--- src/event_flags_pkg.sv ---
package event_flags_pkg;

    // Serial frame bytes.
    localparam logic [7:0] FRAME_HEADER = 8'hFF;
    localparam logic [7:0] FRAME_ESCAPE = 8'hFE;
    localparam logic [7:0] REPLY_ACK = 8'h06;
    localparam logic [7:0] REPLY_NACK = 8'h15;
    localparam logic [7:0] SIZE_SHORT = 8'h03;
    localparam logic [7:0] SIZE_LONG = 8'h04;
    localparam logic [7:0] VOLATILE_BIT = 8'h80;

    // Volatile register addresses.
    localparam logic [7:0] ADDR_SECURITY_KEY_STATUS = 8'hC9;
    localparam logic [7:0] ADDR_PAIRING_PROGRESS_STATUS = 8'hCA;
    localparam logic [7:0] ADDR_FLAGS_HIGH = 8'hCD;
    localparam logic [7:0] ADDR_FLAGS_MID = 8'hCE;
    localparam logic [7:0] ADDR_FLAGS_LOW = 8'hCF;
    localparam logic [7:0] ADDR_COMMAND = 8'hC7;

    // Command register values.
    localparam logic [7:0] CMD_CLEAR_INPUT_BUFFER = 8'h07;
    localparam logic [7:0] CMD_PAIRING_CONTROL = 8'h10;
    localparam logic [7:0] PAIRING_SUB_HALT = 8'h00;

    // Field positions.
    localparam int KEY_VOLATILE_BIT = 1;
    localparam int KEY_NONVOLATILE_BIT = 2;
    localparam int LOW_WRITE_FAIL_BIT = 2;
    localparam int MID_TX_DONE_BIT = 0;
    localparam int MID_RX_WAIT_BIT = 1;
    localparam int MID_PLAINTEXT_BIT = 2;
    localparam int MID_SEQ_DEC_BIT = 3;
    localparam int MID_SEQ_GAP_BIT = 4;
    localparam int MID_PAIRING_BIT = 5;
    localparam logic [7:0] MID_USED_MASK = 8'h3F;
    localparam logic [7:0] FLAGS_RESET = 8'h00;
    localparam logic [7:0] ALL_ONES = 8'hFF;

    // One-cycle event pulses, except ack_enabled, which is held as a level; the last member of a packed struct lands on flag bit 0.
    typedef struct packed {
        logic unsupported_frame;
        logic acknowledge_sequence_error;
        logic header_crc_error;
        logic payload_crc_error;
        logic missing_acknowledge;
        logic register_write_failure;
        logic radio_buffer_overflow;
        logic serial_buffer_overflow;
    } low_events_s;

    typedef struct packed {
        logic packet_sent;
        logic ack_enabled;
        logic ack_received;
        logic plaintext_packet;
        logic encrypted_packet;
        logic pairing_started;
    } link_events_s;

    typedef enum logic [2:0] {
        ST_HEADER,
        ST_SIZE,
        ST_ESCAPE,
        ST_ADDR_OR_ESC,
        ST_READ_ADDR,
        ST_VALUE,
        ST_VALUE2
    } frame_state_e;

endpackage : event_flags_pkg

--- src/event_flags.sv ---
`timescale 1ns/1ns
module event_flags
    import event_flags_pkg::*;
#(
    parameter int SEQ_W = 16
) (
    // Clock and reset.
    input wire logic clock,
    input wire logic resetn,
    // Command byte stream from the serial receiver.
    input wire logic cmd_valid,
    input wire logic [7:0] cmd_byte,
    output logic cmd_ready,
    // Reply byte stream to the serial transmitter.
    output logic reply_valid,
    output logic [7:0] reply_byte,
    input wire logic reply_ready,
    // Writes to registers held elsewhere.
    output logic reg_write_valid,
    output logic [7:0] reg_write_addr,
    output logic [7:0] reg_write_data,
    // Commands issued to the radio core.
    output logic clear_input_buffer_command,
    output logic pairing_control_command,
    output logic [7:0] pairing_subcommand,
    // Status and events from the radio core.
    input wire logic volatile_key_loaded,
    input wire logic nonvolatile_key_loaded,
    input wire logic [7:0] pairing_progress,
    input wire logic pairing_active,
    input wire logic accept_plaintext_enable,
    input wire logic receive_bytes_pending,
    input wire low_events_s low_events,
    input wire link_events_s link_events,
    input wire logic [SEQ_W-1:0] packet_sequence,
    // Masks and alert.
    input wire logic [7:0] extended_event_mask_high,
    input wire logic [7:0] extended_event_mask_mid,
    input wire logic [7:0] extended_event_mask_low,
    input wire logic [7:0] legacy_event_mask,
    output logic event_alert_line
);

    if (SEQ_W < 2 || SEQ_W > 32) begin : g_bad_seq
        $error("SEQ_W must lie between 2 and 32");
    end

    function automatic logic [7:0] volatile_addr(input logic [7:0] a);
        return a | VOLATILE_BIT;
    endfunction : volatile_addr

    frame_state_e state_reg;
    logic [7:0] size_reg;
    logic [7:0] addr_reg;
    logic [7:0] value_reg;
    logic is_read_reg;
    logic [7:0] flags_low_reg;
    logic [7:0] flags_mid_reg;
    logic [7:0] flags_high_reg;
    logic [7:0] reply_mem_reg [3];
    logic [1:0] reply_count_reg;
    logic [1:0] reply_index_reg;
    logic [SEQ_W-1:0] last_seq_reg;
    logic seq_seen_reg;

    logic byte_take;
    logic frame_done;
    logic [7:0] target;
    logic is_flag_low;
    logic is_flag_mid;
    logic is_flag_high;
    logic is_halt;
    logic write_refused;
    logic write_ok;
    logic [7:0] read_value;
    logic read_mapped;
    logic [7:0] low_keep;
    logic [7:0] mid_keep;
    logic [7:0] low_set;
    logic [7:0] mid_set;
    logic mid_internal_clear;

    assign cmd_ready = (reply_count_reg == 2'd0);
    assign byte_take = cmd_valid && cmd_ready;
    assign reply_valid = (reply_count_reg != 2'd0);
    assign reply_byte = reply_mem_reg[reply_index_reg];

    // A frame ends on the last value byte of a write (the second one for a long frame) or the address byte of a read.
    assign frame_done = byte_take && ((state_reg == ST_READ_ADDR)
        || (state_reg == ST_VALUE && size_reg == SIZE_SHORT)
        || state_reg == ST_VALUE2);
    assign target = volatile_addr(addr_reg);
    assign is_flag_low = (target == ADDR_FLAGS_LOW);
    assign is_flag_mid = (target == ADDR_FLAGS_MID);
    assign is_flag_high = (target == ADDR_FLAGS_HIGH);
    assign is_halt = (target == ADDR_COMMAND) && (value_reg == CMD_PAIRING_CONTROL)
        && (cmd_byte == PAIRING_SUB_HALT) && (state_reg == ST_VALUE2);
    assign write_refused = frame_done && !is_read_reg && pairing_active && !is_halt;
    assign write_ok = frame_done && !is_read_reg && !write_refused;

    always_ff @(posedge clock or negedge resetn) begin
        if (!resetn) begin
            state_reg <= ST_HEADER;
            size_reg <= FLAGS_RESET;
            addr_reg <= FLAGS_RESET;
            value_reg <= FLAGS_RESET;
            is_read_reg <= 1'b0;
        end else if (byte_take) begin
            case (state_reg)
                ST_HEADER: begin
                    if (cmd_byte == FRAME_HEADER) begin
                        state_reg <= ST_SIZE;
                    end
                end
                ST_SIZE: begin
                    size_reg <= cmd_byte;
                    if (cmd_byte == SIZE_SHORT || cmd_byte == SIZE_LONG) begin
                        state_reg <= ST_ESCAPE;
                    end else begin
                        state_reg <= ST_HEADER;
                    end
                end
                ST_ESCAPE: begin
                    state_reg <= (cmd_byte == FRAME_ESCAPE) ? ST_ADDR_OR_ESC : ST_HEADER;
                end
                ST_ADDR_OR_ESC: begin
                    if (cmd_byte == FRAME_ESCAPE) begin
                        is_read_reg <= 1'b1;
                        state_reg <= ST_READ_ADDR;
                    end else begin
                        is_read_reg <= 1'b0;
                        addr_reg <= cmd_byte;
                        state_reg <= ST_VALUE;
                    end
                end
                ST_READ_ADDR: begin
                    addr_reg <= cmd_byte;
                    state_reg <= ST_HEADER;
                end
                ST_VALUE: begin
                    value_reg <= cmd_byte;
                    state_reg <= (size_reg == SIZE_LONG) ? ST_VALUE2 : ST_HEADER;
                end
                ST_VALUE2: begin
                    state_reg <= ST_HEADER;
                end
                default: begin
                    state_reg <= ST_HEADER;
                end
            endcase
        end
    end

    // Read decode uses the incoming address byte, since addr_reg updates at the same edge.
    always_comb begin
        read_mapped = 1'b1;
        case (volatile_addr(cmd_byte))
            ADDR_SECURITY_KEY_STATUS: begin
                read_value = FLAGS_RESET;
                read_value[KEY_VOLATILE_BIT] = volatile_key_loaded;
                read_value[KEY_NONVOLATILE_BIT] = nonvolatile_key_loaded;
            end
            ADDR_PAIRING_PROGRESS_STATUS: read_value = pairing_progress;
            ADDR_FLAGS_HIGH: read_value = flags_high_reg;
            ADDR_FLAGS_MID: read_value = flags_mid_reg;
            ADDR_FLAGS_LOW: read_value = flags_low_reg;
            default: begin
                read_value = FLAGS_RESET;
                read_mapped = 1'b0;
            end
        endcase
    end

    // Replies: ACK, address and value for a mapped read, a single NACK for an unmapped one; a single ACK or NACK for a write.
    always_ff @(posedge clock or negedge resetn) begin
        if (!resetn) begin
            reply_count_reg <= 2'd0;
            reply_index_reg <= 2'd0;
            for (int i = 0; i < 3; i++) begin
                reply_mem_reg[i] <= FLAGS_RESET;
            end
        end else if (frame_done && is_read_reg) begin
            reply_index_reg <= 2'd0;
            if (read_mapped) begin
                reply_mem_reg[0] <= REPLY_ACK;
                reply_mem_reg[1] <= volatile_addr(cmd_byte);
                reply_mem_reg[2] <= read_value;
                reply_count_reg <= 2'd3;
            end else begin
                reply_mem_reg[0] <= REPLY_NACK;
                reply_count_reg <= 2'd1;
            end
        end else if (frame_done) begin
            reply_index_reg <= 2'd0;
            reply_mem_reg[0] <= write_refused ? REPLY_NACK : REPLY_ACK;
            reply_count_reg <= 2'd1;
        end else if (reply_valid && reply_ready) begin
            reply_count_reg <= reply_count_reg - 2'd1;
            reply_index_reg <= reply_index_reg + 2'd1;
        end
    end

    // Accepted writes to registers held outside, and commands to the radio core.
    always_ff @(posedge clock or negedge resetn) begin
        if (!resetn) begin
            reg_write_valid <= 1'b0;
            reg_write_addr <= FLAGS_RESET;
            reg_write_data <= FLAGS_RESET;
            clear_input_buffer_command <= 1'b0;
            pairing_control_command <= 1'b0;
            pairing_subcommand <= FLAGS_RESET;
        end else begin
            reg_write_valid <= write_ok && !is_flag_low && !is_flag_mid && !is_flag_high
                && (target != ADDR_COMMAND);
            reg_write_addr <= target;
            reg_write_data <= (state_reg == ST_VALUE2) ? value_reg : cmd_byte;
            clear_input_buffer_command <= write_ok && (target == ADDR_COMMAND)
                && (state_reg == ST_VALUE) && (cmd_byte == CMD_CLEAR_INPUT_BUFFER);
            pairing_control_command <= write_ok && (target == ADDR_COMMAND)
                && (state_reg == ST_VALUE2) && (value_reg == CMD_PAIRING_CONTROL);
            if (state_reg == ST_VALUE2 && byte_take) begin
                pairing_subcommand <= cmd_byte;
            end
        end
    end

    // Sequence history for encrypted packets.
    always_ff @(posedge clock or negedge resetn) begin
        if (!resetn) begin
            last_seq_reg <= '0;
            seq_seen_reg <= 1'b0;
        end else if (link_events.encrypted_packet) begin
            last_seq_reg <= packet_sequence;
            seq_seen_reg <= 1'b1;
        end
    end

    always_comb begin
        low_set = low_events;
        low_set[LOW_WRITE_FAIL_BIT] = low_events.register_write_failure || write_refused;
        mid_set = FLAGS_RESET;
        mid_set[MID_TX_DONE_BIT] = (link_events.packet_sent && !link_events.ack_enabled)
            || link_events.ack_received;
        mid_set[MID_RX_WAIT_BIT] = receive_bytes_pending
            && !clear_input_buffer_command;
        mid_set[MID_PLAINTEXT_BIT] = link_events.plaintext_packet
            && accept_plaintext_enable;
        mid_set[MID_SEQ_DEC_BIT] = link_events.encrypted_packet && seq_seen_reg
            && (packet_sequence < last_seq_reg);
        mid_set[MID_SEQ_GAP_BIT] = link_events.encrypted_packet && seq_seen_reg
            && (packet_sequence > last_seq_reg)
            && ((packet_sequence - last_seq_reg) > SEQ_W'(1));
        mid_set[MID_PAIRING_BIT] = link_events.pairing_started;
        mid_internal_clear = !receive_bytes_pending || clear_input_buffer_command;
        low_keep = (write_ok && is_flag_low) ? cmd_byte : ALL_ONES;
        mid_keep = (write_ok && is_flag_mid) ? cmd_byte : ALL_ONES;
        mid_keep[MID_RX_WAIT_BIT] = mid_keep[MID_RX_WAIT_BIT] && !mid_internal_clear;
    end

    // The set term is ORed after the AND, so an event never loses to a clear.
    always_ff @(posedge clock or negedge resetn) begin
        if (!resetn) begin
            flags_low_reg <= FLAGS_RESET;
            flags_mid_reg <= FLAGS_RESET;
            flags_high_reg <= FLAGS_RESET;
        end else begin
            flags_low_reg <= (flags_low_reg & low_keep) | low_set;
            flags_mid_reg <= ((flags_mid_reg & mid_keep) | mid_set) & MID_USED_MASK;
            flags_high_reg <= FLAGS_RESET;
        end
    end

    always_ff @(posedge clock or negedge resetn) begin
        if (!resetn) begin
            event_alert_line <= 1'b0;
        end else begin
            event_alert_line <= (legacy_event_mask == FLAGS_RESET)
                && (|(flags_low_reg & extended_event_mask_low)
                || |(flags_mid_reg & extended_event_mask_mid)
                || |(flags_high_reg & extended_event_mask_high));
        end
    end
endmodule : event_flags

--- config.mk ---
export PLATFORM = sky130hd
export DESIGN_NAME = event_flags
export DESIGN_NICKNAME = d
export VERILOG_FILES = /design/src/event_flags_pkg.sv /design/src/event_flags.sv
export SDC_FILE = /design/constraint.sdc
export NUM_CORES = 1
export LEC_CHECK = 0
export BUFFER_PORTS_ARGS = -buffer_cell sky130_fd_sc_hd__clkbuf_2
export CAP_MARGIN = 20
export CELL_PAD_IN_SITES_DETAIL_PLACEMENT = 0
export CELL_PAD_IN_SITES_GLOBAL_PLACEMENT = 1
export CORE_MARGIN = 2
export CORE_UTILIZATION = 42
export CTS_CLUSTER_SIZE = 10
export DETAILED_ROUTE_END_ITERATION = 6
export PLACE_DENSITY_LB_ADDON = 0.25
export SLEW_MARGIN = 20
export SYNTH_ARGS = -nofsm -noshare
export SYNTH_HDL_FRONTEND = slang
export SYNTH_SLANG_ARGS = --single-unit
export TNS_END_PERCENT = 100
--- constraint.sdc ---
create_clock -name clock -period 3.23 [get_ports clock]
set_input_delay 0.1615 -clock clock [delete_from_list [all_inputs] [get_ports clock]]
set_output_delay 0.1615 -clock clock [all_outputs]
set_load 0.01 [all_outputs]
[Word-level counts from Yosys, hierarchy flattened]
Cells that the tools add are included.
Storage, ports and cells
  bits in registers: 114
  input port bits: 87
  output and inout bits: 38
  word-level logic and storage cells: 156
Cells by class
  $add $sub $neg: 3
  $lt $le $gt $ge: 4
  equality and inequality tests: 26
  multiplexer cells: 28
  bitwise gates (word level): 7
  reduce and logical (&&, ||, !) cells: 67
Operators by type and width (number)
  $eq 7x7->1 const B: 9
  $mux 8: 6
  $logic_and 1x1->1: 33
  $pmux 8 s4: 1
  $eq 8x3->1 const B: 3
  $mux 2: 9
  $and 8x8->8: 2
  $bmux 8 s2: 1
  $eq 8x2->1 const B: 2
  $eq 8x8->1 const B: 2
  $gt 16x1->1 const B: 1
  $gt 16x16->1: 1
  $logic_not 8->1: 2
  $lt 16x16->1: 1
  $reduce_or 8->1: 2
  $sub 16x16->16: 1
  $pmux 3 s5: 1
  $pmux 7 s2: 1
  $logic_not 1->1: 10
  $mux 5: 2
  $reduce_and 2->1: 5
  $eq 3x3->1 const B: 3
  $and 6x8->8: 1
  $eq 8x5->1 const B: 1
  other kinds (22): 35

[Logic depth before layout (Yosys ltp)]
Gate-level depths: netlist of run 1.
  word-level depth: 15
  mapped depth: 10
  depth with buffers taken out: 10

[Least setup slack after synthesis of run 1]
No wires, ideal clock.
  kind: register to register
  start: reg addr_reg[3]
  end: reg flags_mid_reg[4]
  setup time: 144 ps
  arrival: 2806 ps
  data required time: 3086 ps
  setup slack: 280 ps
  stages on the path, launching flop included: 8
  path buffers: 0
  period minus slack after synthesis: 2950 ps
  cell sequence: dfrtp_1 or4b_1 or4_1 o41a_1 or4_4 o21a_1 a41oi_1 a41oi_1
On the way
  word-level cells in the longest chain between the ends: 12
  elaborated cells on any way between the ends: 13
  those cells by class: eq/ne (2); mux (1); bitwise (2); reduce/logical (8)
RTL lines
  start: declaration: line event_flags.sv:54  | logic [7:0] addr_reg;
  start signal: assignment: line event_flags.sv:132  | addr_reg <= cmd_byte;
  start signal: assignment: line event_flags.sv:137  | addr_reg <= cmd_byte;
  $eq 7x7->1: line event_flags.sv:96  | assign is_halt = (target == ADDR_COMMAND) && (value_reg == CMD_PAIRING_CONTROL)
  $logic_and 1x1->1: line event_flags.sv:96
  $logic_and 1x1->1 (2 in series): line event_flags.sv:97  | && (cmd_byte == PAIRING_SUB_HALT) && (state_reg == ST_VALUE2);
  $logic_not 1->1: line event_flags.sv:98  | assign write_refused = frame_done && !is_read_reg && pairing_active && !is_halt;
  $logic_and 1x1->1: line event_flags.sv:98
  $logic_not 1->1: line event_flags.sv:99  | assign write_ok = frame_done && !is_read_reg && !write_refused;
  $logic_and 1x1->1: line event_flags.sv:99
  $logic_and 1x1->1 (*): line event_flags.sv:256  | mid_keep = (write_ok && is_flag_mid) ? cmd_byte : ALL_ONES;
  $mux 6 (*): line event_flags.sv:256
  $and 6x6->6 (*): line event_flags.sv:268  | flags_mid_reg <= ((flags_mid_reg & mid_keep) | mid_set) & MID_USED_MASK;
  $or 6x6->6 (*): line event_flags.sv:268
  end signal: assignment: line event_flags.sv:268
  end: declaration: line event_flags.sv:58  | logic [7:0] flags_mid_reg;
Every way passes the cells marked *; elsewhere a longest branch is shown, timed or not.
A chain may end at the register's enable or synchronous reset.

[Worst setup path in the final report of run 1]
  start: reg value_reg[2]
  end: reg flags_mid_reg[4]
On the way
  word-level cells in the longest chain between the ends: 12
RTL lines
  start: declaration: line event_flags.sv:55  | logic [7:0] value_reg;
  start signal: assignment: line event_flags.sv:141  | value_reg <= cmd_byte;
  $eq 8x5->1: line event_flags.sv:96
  $logic_and 1x1->1: line event_flags.sv:96
  $logic_and 1x1->1 (2 in series): line event_flags.sv:97
  $logic_not 1->1: line event_flags.sv:98
  $logic_and 1x1->1: line event_flags.sv:98
  $logic_not 1->1: line event_flags.sv:99
  $logic_and 1x1->1: line event_flags.sv:99
  $logic_and 1x1->1: line event_flags.sv:256
  $mux 6: line event_flags.sv:256
  $and 6x6->6: line event_flags.sv:268
  $or 6x6->6: line event_flags.sv:268
No other way between the ends.

==> Implementation_results.wiki, run 1 <==
{| class="wikitable"
! Metric !! Value
|-
| Clock latency reported for the late side of the worst-skew pair || ~0.36 ns
|-
| Worst min-delay path category || input pin to flop
|-
| Multiplexer fraction of the synthesized cell area || between 9 and 10%
|-
| Sequential element share of the synthesized area || 48.1%
|-
| Fraction of the mapped netlist area in compound gates || 17.3%
|-
| I/O pin total || 125
|-
| Critical path endpoint category || flop
|-
| Post-route minimum period || approximately 3 ns
|-
| Buffers added on ports || around 110
|-
| Kind of start point of the critical path || flop
|-
| Portion of total power attributed to sequential cells || between 40% and 50%
|-
| Remaining global-route overflow || 0
|-
| Switching share of power || between 20% and 30%
|-
| Final setup violation count || 0
|-
| Post-DR wirelength/cell || roughly 17 um
|-
| Vias in the first global route || about 4700
|-
| Placer congestion estimate || between 0.8 and 0.9
|-
| Count of flip-flops with a built-in enable after synthesis || 0
|-
| Number of iterations in the first detailed-routing pass || 5
|-
| Arithmetic-cell share of the synthesized area counting full adders, half adders and majority gates || 4.11%
|-
| Run status || completed
|-
| Dominant register cell in the synthesized netlist || sky130_fd_sc_hd__dfrtp_1
|-
| Standby leakage power || around 3.3 nW
|-
| Cell area after synthesis || 5670 um2
|-
| Routed vias || 4697
|-
| Clock transition at path regs || 0.07 ns
|-
| Worst R2R Start || value_reg[2]
|-
| Area share of xor/xnor cells in the synthesized design || 1.08%
|-
| Area growth from synthesis to layout || 20.8%
|-
| Hold path startpoint || link_events[3]
|-
| Full die area || ~14000 um2
|-
| Setup Crit Path Kind || flop to flop
|-
| Synthesized-area fraction occupied by and/or/nand/nor cells || 16.2%
|-
| Total count of hold-check failures in the final report || 0
|-
| HPWL after detailed placement || between 10000 and 15000 um
|-
| # nets final || 790
|-
| Arrival time at the worst endpoint || ~3.3 ns
|-
| Combinational family with the most area after synthesis || compound AO/OA/AOI/OAI gates
|-
| TritonCTS clock tree || built
|-
| Peak supply drop || around 320 uV
|-
| Setup Skew || 0.00789 ns
|-
| Residual DRC || 0
|-
| Clock Path Buffers || 2
|-
| Relative contribution of combinational cells to total power || about a fifth
|-
| Worst-path cell with the longest stage delay || sky130_fd_sc_hd__or4_4
|-
| F_max || about 330 MHz
|-
| Fraction of layout cells with a size suffix above 1 || between 20 and 30%
|-
| Largest register FFs || 19
|-
| Buffers & Inverters on Critical Path || 0
|-
| H-Tree Level Count || 3
|-
| Delay of the slowest critical-path stage || about 0.57 ns
|-
| Top delay family on crit path || simple AND/OR/NAND/NOR gates
|-
| Register-to-register path setup slack || roughly 0.18 ns
|-
| Internal power consumption || 2.45 mW
|-
| TritonCTS buffer count || 9
|-
| Fraction of the cycle the final worst path needs || a little over nine tenths
|-
| CP cell instances || or4b_1 -> or4_1 -> o41a_1 -> or4_4 -> o21a_1 -> a41oi_1 -> a41oi_1
|-
| Number of cells on the worst reg-to-reg path || 7
|-
| Number of max-capacitance violations reported || 0
|-
| Core Footprint || approximately 13000 um2
|-
| Number of distinct library cell variants in the gate-level netlist after synthesis || 54
|-
| Worst slew margin relative to its limit || 50.1%
|-
| Wire length of the first global-routing pass || 23900 um
|-
| Most common cell after layout, fill and taps aside || sky130_fd_sc_hd__clkbuf_2
|-
| Capture point of the worst reg-to-reg path || flags_mid_reg[4]
|-
| Highest-count cells in the layout ignoring fill and taps || sky130_fd_sc_hd__clkbuf_2, sky130_fd_sc_hd__dfrtp_1, sky130_fd_sc_hd__nand2_1
|-
| Post-Syn Area per Cell || approximately 10 um2
|-
| Synthesized instance count || 569
|-
| Data required, critical path || around 3.5 ns
|-
| Max-slew violation count || 0
|-
| Final worst slack || between 0.15 and 0.2 ns
|-
| Hold-critical path endpoint || flags_mid_reg[0]
|-
| RSZ-0062 raised after global routing || no
|-
| Initial Utilization || approximately 43%
|-
| YS warnings || 0
|-
| Total Neg Setup Slack || 0 ns
|-
| Async set or reset register ratio after synthesis || between 90% and 100%
|-
| Worst hold path depth || 3
|-
| Buffer cell driving the clock tree root || sky130_fd_sc_hd__clkbuf_16
|-
| Portion of total power attributed to the clock network || between 30% and 40%
|-
| Synthesized netlist net count || 674
|-
| Synthesized flop and latch total || roughly 110
|-
| Critical Path Fanout Max || 5
|-
| Pre-CTS worst setup slack || approximately 0.044 ns
|-
| Switching power || between 0.9 and 1 mW
|-
| Pwr per Cell Area || 499 nW/um2
|-
| Die width || ~120 um
|-
| Antenna-violating nets left || 0
|-
| Antenna diode instance count || 0
|-
| Drt initial violations || 225
|-
| Pin count of the biggest net entering global routing || 57
|-
| Row count || between 40 and 50
|-
| Tot GR Track Use || roughly a fifth
|-
| Initial antenna violation count || 0
|-
| Clk sinks || between 100 and 150
|-
| Detailed-route vias per instance || between 5 and 6
|-
| Cell mode on critical path || sky130_fd_sc_hd__a41oi_1
|-
| Die span in y || 120 um
|-
| DRT Wirelength || 14800 um
|-
| Actual slew at the worst max-slew pin || 0.749 ns
|}
## per-layer routing
layer,routed length (um),track usage (%),up-vias
met1,6780,28.1,2289
met2,7270,35.3,115
met3,626,4.48,15
met5,0,0,-
met4,164,6.03,0
li1,-,-,2278
## cell type report
| class | instances | area [um2] |
|---|---|---|
| inverters | 30 | 113 |
| flip-flops and latches | 109 | 2730 |
| well taps | 176 | 220 |
| clock inverters | 4 | 77.6 |
| repair buffers | 129 | 706 |
| multi-input cells | 406 | 2750 |
| clock buffers | 12 | 256 |
| fillers | 1240 | 6340 |
## worst min-delay path: cells and delay by family
family	cells	cell delay (ns)
buffers and inverters	1	0.07
AND/OR/NAND/NOR	1	0.06
AO/OA/AOI/OAI	1	0.04
## synth_stat cells, drive strengths merged, types with 10 or more instances
| cell type | n | share of area [%] |
|---|---|---|
| ha | 17 | 3.8 |
| a21oi | 15 | 1.3 |
| nor2b | 11 | 1.2 |
| nand2 | 62 | 4.1 |
| dfrtp | 109 | 48 |
| inv | 30 | 2.0 |
| nand3 | 10 | 0.88 |
| nor2 | 31 | 2.1 |
| mux2 | 44 | 8.7 |
| o21ai | 58 | 5.1 |
| nand2b | 17 | 1.9 |
| clkbuf | 22 | 1.5 |
## cells by family after synthesis
logic type / after synthesis
DFF: 109
xor gates and xnor gates: 7
muxes: 49
and+or+nand+nor: 183
buffers and inverters: 54
adders and majority gates: 18
other: 1
AOI/OAI and AO/OA: 148
## through the flow
stage | cells | utilization [%] | cell area (um2) | power, mW | hold slack, ns
final | 866 | 51.9 | 6850 | 3.42 | 0.0140
after global routing | 866 | 51.9 | 6850 | 3.59 | 0.00486
after CTS | 866 | 51.8 | 6840 | 3.45 | 0.00495
after detailed placement | 847 | 49.1 | 6470 | 2.20 | 0.281
after global placement | 847 | 49.1 | 6470 | 2.17 | 0.281
after floorplan | 569 | - | 5670 | 1.96 | -0.134
## power by group through the flow
stage | Sequential (mW) | Combinational, mW | Clock (mW)
after floorplan | 1.51 | 0.455 | 0
after global placement | 1.54 | 0.636 | 0
after detailed placement | 1.54 | 0.653 | 0
after CTS | 1.52 | 0.662 | 1.28
after global routing | 1.53 | 0.734 | 1.33
final | 1.52 | 0.659 | 1.24
## worst max path at each step
stage                             from          endpoint  slack, ns  cells past startpoint
after floorplan            addr_reg[3]  flags_mid_reg[4]       0.28                      7
after global placement     addr_reg[3]  flags_mid_reg[4]       0.12                      7
after detailed placement  value_reg[2]  flags_mid_reg[4]       0.04                      7
after CTS                 value_reg[2]  flags_mid_reg[4]       0.05                      7
after global routing       addr_reg[3]  flags_mid_reg[4]       0.02                      7
final                     value_reg[2]  flags_mid_reg[4]       0.18                      7
## what timing repair did
action                                  in CTS  in global routing
setup buffers                                0                  0
hold buffers                                 3                  0
hold endpoints to repair                    57                  0
gates resized for setup                      0                  2
endpoints found under the setup margin       0                  4
Power figures use the tool's default switching activity.
==> inputs of run 2 (changes only) <==
--- a/config.mk
+++ b/config.mk
@@ -5,14 +5,15 @@
 export SDC_FILE = /design/constraint.sdc
 export NUM_CORES = 1
 export LEC_CHECK = 0
-export BUFFER_PORTS_ARGS = -buffer_cell sky130_fd_sc_hd__clkbuf_2
 export CAP_MARGIN = 20
 export CELL_PAD_IN_SITES_DETAIL_PLACEMENT = 0
 export CELL_PAD_IN_SITES_GLOBAL_PLACEMENT = 1
 export CORE_MARGIN = 2
-export CORE_UTILIZATION = 42
+export CORE_UTILIZATION = 49
 export CTS_CLUSTER_SIZE = 10
 export DETAILED_ROUTE_END_ITERATION = 6
+export DONT_BUFFER_PORTS = 1
+export MAX_ROUTING_LAYER = met4
 export PLACE_DENSITY_LB_ADDON = 0.25
 export SLEW_MARGIN = 20
 export SYNTH_ARGS = -nofsm -noshare
==> run 2 against run 1 <==
  * Register-to-register slack worse by 0.04 ns
  * Final area shrank 3.9%
  * Global-route usage rose by 4.0 points
  * Clock skew shrank 0.0013 ns
  * Non-clock buffer count decreased by 76
  * Critical endpoint unchanged
==> Implementation_results.wiki, run 2 (synthesis results as in run 1) <==
{| class="wikitable"
! Metric !! Value
|-
| Hold path startpoint || pairing_progress[5]
|-
| Total count of hold-check failures in the final report || 0 (unchanged)
|-
| Met3 usage in global routing || 5.12% (+0.64 points)
|-
| Residual DRC || 0 (unchanged)
|-
| Critical path endpoint category || flop
|-
| Worst slew margin relative to its limit || 49.6% (-0.48 points)
|-
| Global-route layer with the greatest usage || met2
|-
| Kind of start point of the critical path || flop
|-
| Buffers & Inverters on Critical Path || 0 (unchanged)
|-
| Worst R2R Start || value_reg[2]
|-
| Hold-critical path endpoint || reply_mem_reg[5]
|-
| Data required, critical path || 3.45 ns (about the same)
|-
| CP cell instances || or4b_1 -> or4_1 -> o41a_1 -> nor4_1 -> o2111ai_1 -> a2111oi_2 -> a41oi_1
|-
| Full die area || 12400 um2 (-14%)
|-
| Final setup violation count || 0 (unchanged)
|-
| Die width || 112 um (-7.2%)
|-
| Delay of the slowest critical-path stage || 0.56 ns (about the same)
|-
| I/O pin total || 125 (unchanged)
|-
| Post-DR wirelength/cell || 19.6 um (+14%)
|-
| Standby leakage power || 2.91 nW (-11%)
|-
| Largest register FFs || 19 (unchanged)
|-
| Global Route met2 Usage || 39.1% (+3.8 points)
|-
| DRT Wirelength || 14800 um (-0.28%)
|-
| Buffers added on ports || 0 (-100%)
|-
| Pre-CTS worst setup slack || 0.0530 ns (+0.00880 ns)
|-
| HPWL after detailed placement || 10100 um (-8.4%)
|-
| Drt initial violations || 310 (+38%)
|-
| Highest-count cells in the layout ignoring fill and taps || sky130_fd_sc_hd__dfrtp_1, sky130_fd_sc_hd__nand2_1, sky130_fd_sc_hd__o21ai_0
|-
| Final worst slack || 0.144 ns (-0.0354 ns)
|-
| Max-slew violation count || 0 (unchanged)
|-
| Initial Utilization || 49.9% (+6.9 points)
|-
| Wire length of the first global-routing pass || 23900 um (about the same)
|-
| Clock transition at path regs || 0.07 ns (about the same)
|-
| Most common cell after layout, fill and taps aside || sky130_fd_sc_hd__dfrtp_1
|-
| Pin count of the biggest net entering global routing || 110 (+93%)
|-
| Clk sinks || 109 (unchanged)
|-
| Worst-path cell with the longest stage delay || sky130_fd_sc_hd__or4_1
|-
| Top delay family on crit path || simple AND/OR/NAND/NOR gates
|-
| Critical Path Fanout Max || 3 (-2)
|-
| Remaining global-route overflow || 0 (unchanged)
|-
| Register-to-register path setup slack || 0.14 ns (-0.04 ns)
|-
| Post-route minimum period || 3.09 ns (+0.0354 ns)
|-
| Actual slew at the worst max-slew pin || 0.754 ns (+0.00552 ns)
|-
| Worst min-delay path category || input pin to flop
|-
| Fraction of the cycle the final worst path needs || 95.6% (+1.1 points)
|-
| RSZ-0062 raised after global routing || no
|-
| Run status || completed
|-
| Setup Crit Path Kind || flop to flop
|-
| # nets final || 714 (-9.6%)
|-
| Number of max-capacitance violations reported || 0 (unchanged)
|-
| Number of cells on the worst reg-to-reg path || 7 (unchanged)
|-
| Antenna-violating nets left || 0 (unchanged)
|-
| Met1 track utilization from global routing || 33.3% (+5.2 points)
|-
| Vias in the first global route || 4525 (-3.8%)
|-
| Capture point of the worst reg-to-reg path || flags_mid_reg[4]
|-
| Total Neg Setup Slack || 0 ns (unchanged)
|-
| Detailed-route vias per instance || 5.99 (+10%)
|-
| Core Footprint || 11400 um2 (-14%)
|-
| TritonCTS clock tree || built
|-
| Buffer cell driving the clock tree root || sky130_fd_sc_hd__clkbuf_16
|-
| Area growth from synthesis to layout || 16.1%
|-
| Pwr per Cell Area || 488 nW/um2 (-2.3%)
|-
| Die span in y || 112 um (-7.2%)
|-
| Peak supply drop || 373 uV (+17%)
|-
| Initial antenna violation count || 0 (unchanged)
|-
| H-Tree Level Count || 3 (unchanged)
|-
| Clock latency reported for the late side of the worst-skew pair || 0.36 ns (about the same)
|-
| TritonCTS buffer count || 9 (unchanged)
|-
| Placer congestion estimate || 0.877 (+2.7%)
|-
| Arrival time at the worst endpoint || 3.31 ns (+0.04 ns)
|-
| Row count || 39 (-7.1%)
|-
| Fraction of layout cells with a size suffix above 1 || 12.9% (-15 points)
|-
| Setup Skew || 0.00656 ns (-0.00133 ns)
|-
| F_max || 324 MHz (-1.1%)
|-
| Number of setup buffers added after CTS || 0 (unchanged)
|-
| Number of iterations in the first detailed-routing pass || 5 (unchanged)
|-
| Clock Path Buffers || 2 (unchanged)
|-
| Antenna diode instance count || 0 (unchanged)
|-
| Tot GR Track Use || 25.2% (+4.0 points)
|-
| Routed vias || 4531 (-3.5%)
|-
| Worst hold path depth || 2 (-1)
|}
==> run 2: how the worst max path moves through the flow <==
stage	start	slack (ns)	cells after the start	to
floorplan	addr_reg[3]	0.28	7	flags_mid_reg[4]
global placement	addr_reg[3]	0.17	7	flags_mid_reg[4]
detailed placement	value_reg[2]	0.05	7	flags_mid_reg[4]
CTS	value_reg[2]	0.05	7	flags_mid_reg[4]
global route	value_reg[2]	0.009	7	flags_mid_reg[4]
finish	value_reg[2]	0.14	7	flags_mid_reg[4]
==> run 2: report_power, final <==
part | switching (mW) | internal [mW] | total, mW
combinational | 0.349 | 0.264 | 0.613
clock | 0.541 | 0.540 | 1.08
sequential | 0.0727 | 1.44 | 1.52
total | 0.963 | 2.25 | 3.21
==> run 2: worst reg2reg max path, delay by kind of cell, from the launching register on <==
kind / cells / cell delay, ns
simple gates: 3 / 1.42
compound gates: 4 / 1.14
flops: 1 / 0.40
==> run 2: per-stage QoR <==
stage               cell area [um2]  power [mW]  util [%]  hold slack (ns)  instances
CTS                            6570        3.23      57.8         0.000263        757
detailed placement             5830        2.06      51.2           -0.132        697
finish                         6580        3.21      57.9           0.0105        757
floorplan                      5670        1.96         -           -0.134        569
global route                   6580        3.38      57.9          0.00432        757
global placement               5830        2.04      51.2           -0.131        697
==> run 2: routing by layer <==
| metal | up-vias | wire length, um |
|---|---|---|
| met5 | - | 0 |
| met4 | 0 | 379 |
| met3 | 27 | 869 |
| met2 | 145 | 6910 |
| met1 | 2221 | 6650 |
| li1 | 2138 | - |
==> run 2: area by class of cell <==
cell class,count,area [um2]
clock buffer,10,229
clock inverter,6,58.8
inverter,30,113
multi-input combinational,406,2760
tap,143,179
fill,1002,4790
timing repair buffer,53,520
sequential,109,2730
==> run 2: timing repair <==
item,4_1_cts,5_1_grt
hold endpoints to repair,182,0
endpoints found under the setup margin,0,9
hold buffers,44,0
gates resized for setup,0,4
==> inputs of run 3 (changes only) <==
--- a/config.mk
+++ b/config.mk
@@ -8,14 +8,14 @@
 export CAP_MARGIN = 20
 export CELL_PAD_IN_SITES_DETAIL_PLACEMENT = 0
 export CELL_PAD_IN_SITES_GLOBAL_PLACEMENT = 1
+export CORE_ASPECT_RATIO = 0.5
 export CORE_MARGIN = 2
-export CORE_UTILIZATION = 49
+export CORE_UTILIZATION = 44
 export CTS_CLUSTER_SIZE = 10
 export DETAILED_ROUTE_END_ITERATION = 6
 export DONT_BUFFER_PORTS = 1
 export MAX_ROUTING_LAYER = met4
 export PLACE_DENSITY_LB_ADDON = 0.25
-export SLEW_MARGIN = 20
 export SYNTH_ARGS = -nofsm -noshare
 export SYNTH_HDL_FRONTEND = slang
 export SYNTH_SLANG_ARGS = --single-unit
==> constraint.sdc (replaced) <==
create_clock -name clock -period 2.8 [get_ports clock]
set_input_delay 0.14 -clock clock [delete_from_list [all_inputs] [get_ports clock]]
set_output_delay 0.14 -clock clock [all_outputs]
set_load 0.01 [all_outputs]
==> run 3 against run 2 <==
  * The run now ends with negative setup slack left
  * Combinational power up 20%
  * Maximum frequency rose by 5.8%
  * Clock power grew 17%
  * Hold slack improved by 0.0020 ns
  * Cell count rose by 5.8%
  * Global-route usage fell by 2.2 points
  * Non-clock buffer count increased by 17
  * Critical path depth increased by 1
  * Largest cell class unchanged
  * Largest power group unchanged
  * Highest routed layer unchanged
==> Implementation_results.wiki, run 3 (synthesis results as in run 1) <==
{| class="wikitable"
! Metric !! Value
|-
| Run status || finished with violations
|-
| Violations in the final reports || negative setup slack
|-
| Fraction of the cycle the final worst path needs || 104% (+8.7 points)
|-
| Vias in the first global route || 4472 (-1.2%)
|-
| Critical path endpoint category || flop
|-
| Most common cell after layout, fill and taps aside || sky130_fd_sc_hd__dfrtp_1
|-
| Critical Path Fanout Max || 3 (unchanged)
|-
| Highest-count cells in the layout ignoring fill and taps || sky130_fd_sc_hd__dfrtp_1, sky130_fd_sc_hd__nand2_1, sky130_fd_sc_hd__o21ai_0
|-
| Kind of start point of the critical path || flop
|-
| # nets final || 731 (+2.4%)
|-
| Top delay family on crit path || simple AND/OR/NAND/NOR gates
|-
| CP cell instances || or4b_1 -> or4_4 -> o41a_1 -> buf_6 -> or4_4 -> o21a_1 -> a41oi_2 -> a41oi_1
|-
| Antenna diode instance count || 0 (unchanged)
|-
| Total count of hold-check failures in the final report || 0 (unchanged)
|-
| Worst-path cell with the longest stage delay || sky130_fd_sc_hd__or4b_1
|-
| Full die area || 13900 um2 (+11%)
|-
| Total Neg Setup Slack || -0.118 ns (-0.118 ns)
|-
| Clk sinks || 109 (unchanged)
|-
| RSZ-0062 raised after global routing || yes
|-
| Cell mode on critical path || sky130_fd_sc_hd__or4_4
|-
| Core Footprint || 12600 um2 (+11%)
|-
| Placer congestion estimate || 0.879 (+0.19%)
|-
| Area growth from synthesis to layout || 19.9%
|-
| Tot GR Track Use || 23.0% (-2.2 points)
|-
| Peak supply drop || 372 uV (-0.21%)
|-
| Actual slew at the worst max-slew pin || 0.721 ns (-0.0330 ns)
|-
| Antenna-violating nets left || 0 (unchanged)
|-
| Setup Crit Path Kind || flop to flop
|-
| TritonCTS buffer count || 9 (unchanged)
|-
| Layout filler cell count || 1163 (+16%)
|-
| Standby leakage power || 3.01 nW (+3.4%)
|-
| Worst min-delay path category || input pin to flop
|-
| HPWL after detailed placement || 10100 um (about the same)
|-
| Multi-input combinational cell area || 2780 um2 (+1.0%)
|-
| Number of max-capacitance violations reported || 0 (unchanged)
|-
| Row count || 29 (-26%)
|-
| Final setup violation count || 1 (+1)
|-
| Delay of the slowest critical-path stage || 0.52 ns (-0.04 ns)
|-
| Wire length of the first global-routing pass || 24000 um (+0.55%)
|-
| Drt initial violations || 276 (-11%)
|-
| Arrival time at the worst endpoint || 3.12 ns (-0.19 ns)
|-
| Residual DRC || 0 (unchanged)
|-
| TritonCTS clock tree || built
|-
| Clock latency reported for the late side of the worst-skew pair || 0.35 ns (about the same)
|-
| F_max || 343 MHz (+5.8%)
|-
| DRT Wirelength || 14600 um (-1.4%)
|-
| Final worst slack || -0.118 ns (-0.262 ns)
|-
| Number of iterations in the first detailed-routing pass || 6 (+1)
|-
| Max-slew violation count || 0 (unchanged)
|-
| Data required, critical path || 3.00 ns (-0.45 ns)
|-
| Pin count of the biggest net entering global routing || 110 (unchanged)
|-
| Post-DR wirelength/cell || 18.2 um (-6.8%)
|-
| Die width || 165 um (+47%)
|-
| Remaining global-route overflow || 0 (unchanged)
|-
| Pwr per Cell Area || 549 nW/um2 (+13%)
|-
| H-Tree Level Count || 3 (unchanged)
|-
| Detailed-route vias per instance || 5.68 (-5.2%)
|-
| Initial antenna violation count || 0 (unchanged)
|-
| Buffers & Inverters on Critical Path || 1 (+1)
|-
| I/O pin total || 125 (unchanged)
|-
| Initial Utilization || 44.9% (-5.0 points)
|-
| Routed vias || 4546 (+0.33%)
|-
| Setup Skew || 0.00958 ns (+0.00302 ns)
|-
| Buffers added on ports || 0 (unchanged)
|-
| Power Total || 3.73 mW (+16%)
|-
| Largest register FFs || 19 (unchanged)
|-
| Worst slew margin relative to its limit || 51.8% (+2.2 points)
|-
| Clock Path Buffers || 2 (unchanged)
|-
| Clock transition at path regs || 0.07 ns (about the same)
|-
| Buffer cell driving the clock tree root || sky130_fd_sc_hd__clkbuf_16
|-
| Die span in y || 84.3 um (-24%)
|-
| Post-route minimum period || 2.92 ns (-0.168 ns)
|-
| Fraction of layout cells with a size suffix above 1 || 16.0% (+3.1 points)
|-
| Sequential cell area || 2730 um2 (unchanged)
|}
==> run 3: cell type report <==
type,count,share of cell area (%)
Clock inverter,3,0.368
Sequential cell,109,40.1
Tap cell,170,3.13
Clock buffer,13,3.97
Multi-Input combinational cell,406,40.9
Timing Repair Buffer,70,9.83
Inverter,30,1.66
==> run 3: power breakdown <==
group	switching (mW)	total, mW	internal (mW)
registers	0.0733	1.74	1.67
logic	0.411	0.737	0.326
clock network	0.573	1.26	0.684
total	1.06	3.73	2.68
==> run 3: worst paths after layout <==
kind | start | endpoint | cells after the start | slack (ns)
worst max-delay path | addr_reg[3] | flags_mid_reg[4] | 8 | -0.12
worst min-delay path | cmd_byte[5] | clear_input_buffer_command | 3 | 0.01
worst max register to register | addr_reg[3] | flags_mid_reg[4] | 8 | -0.12
worst min register to register | addr_reg[6] | reg_write_addr[6] | 0 | 0.40
max in group asynchronous | resetn | reg_write_addr[7] | 2 | 1.97
min in group asynchronous | resetn | last_seq_reg[2] | 2 | 0.35
==> run 3: repair_timing <==
action                                 4_1_cts  5_1_grt
setup endpoints to repair                   13       14
setup buffers                                1        0
hold buffers                                44        0
pin swaps                                    0        1
resized for setup                           14        5
endpoints found under the hold margin      183        0
==> run 3: worst register-to-register path, delay by kind of cell (launching register included) <==
| family | cells | cell delay, ns |
|---|---|---|
| AO/OA/AOI/OAI | 4 | 0.78 |
| buffers and inverters | 1 | 0.14 |
| flip-flops | 1 | 0.37 |
| AND/OR/NAND/NOR | 3 | 1.47 |
==> run 3: layer usage <==
| layer | global-route usage, % | up-vias | routed length (um) |
|---|---|---|---|
| li1 | - | 2167 | - |
| met1 | 32.6 | 2254 | 7070 |
| met2 | 34.2 | 108 | 6680 |
| met3 | 4.94 | 17 | 681 |
| met4 | 4.35 | 0 | 172 |
| met5 | - | - | 0 |
==> run 3: metrics by stage <==
step / worst slack [ns] / hold slack, ns / std cells / instance area (um2) / utilization, %
2_1_floorplan: 0.00562 / -0.156 / 569 / 5670 / -
3_5_place_dp: -0.193 / -0.154 / 739 / 5970 / 47.3
6_report: -0.118 / 0.0126 / 801 / 6800 / 53.8
3_3_place_gp: -0.0873 / -0.153 / 739 / 5970 / 47.3
4_1_cts: -0.137 / 0.00177 / 800 / 6770 / 53.6
5_1_grt: -0.212 / 0.0233 / 801 / 6800 / 53.8
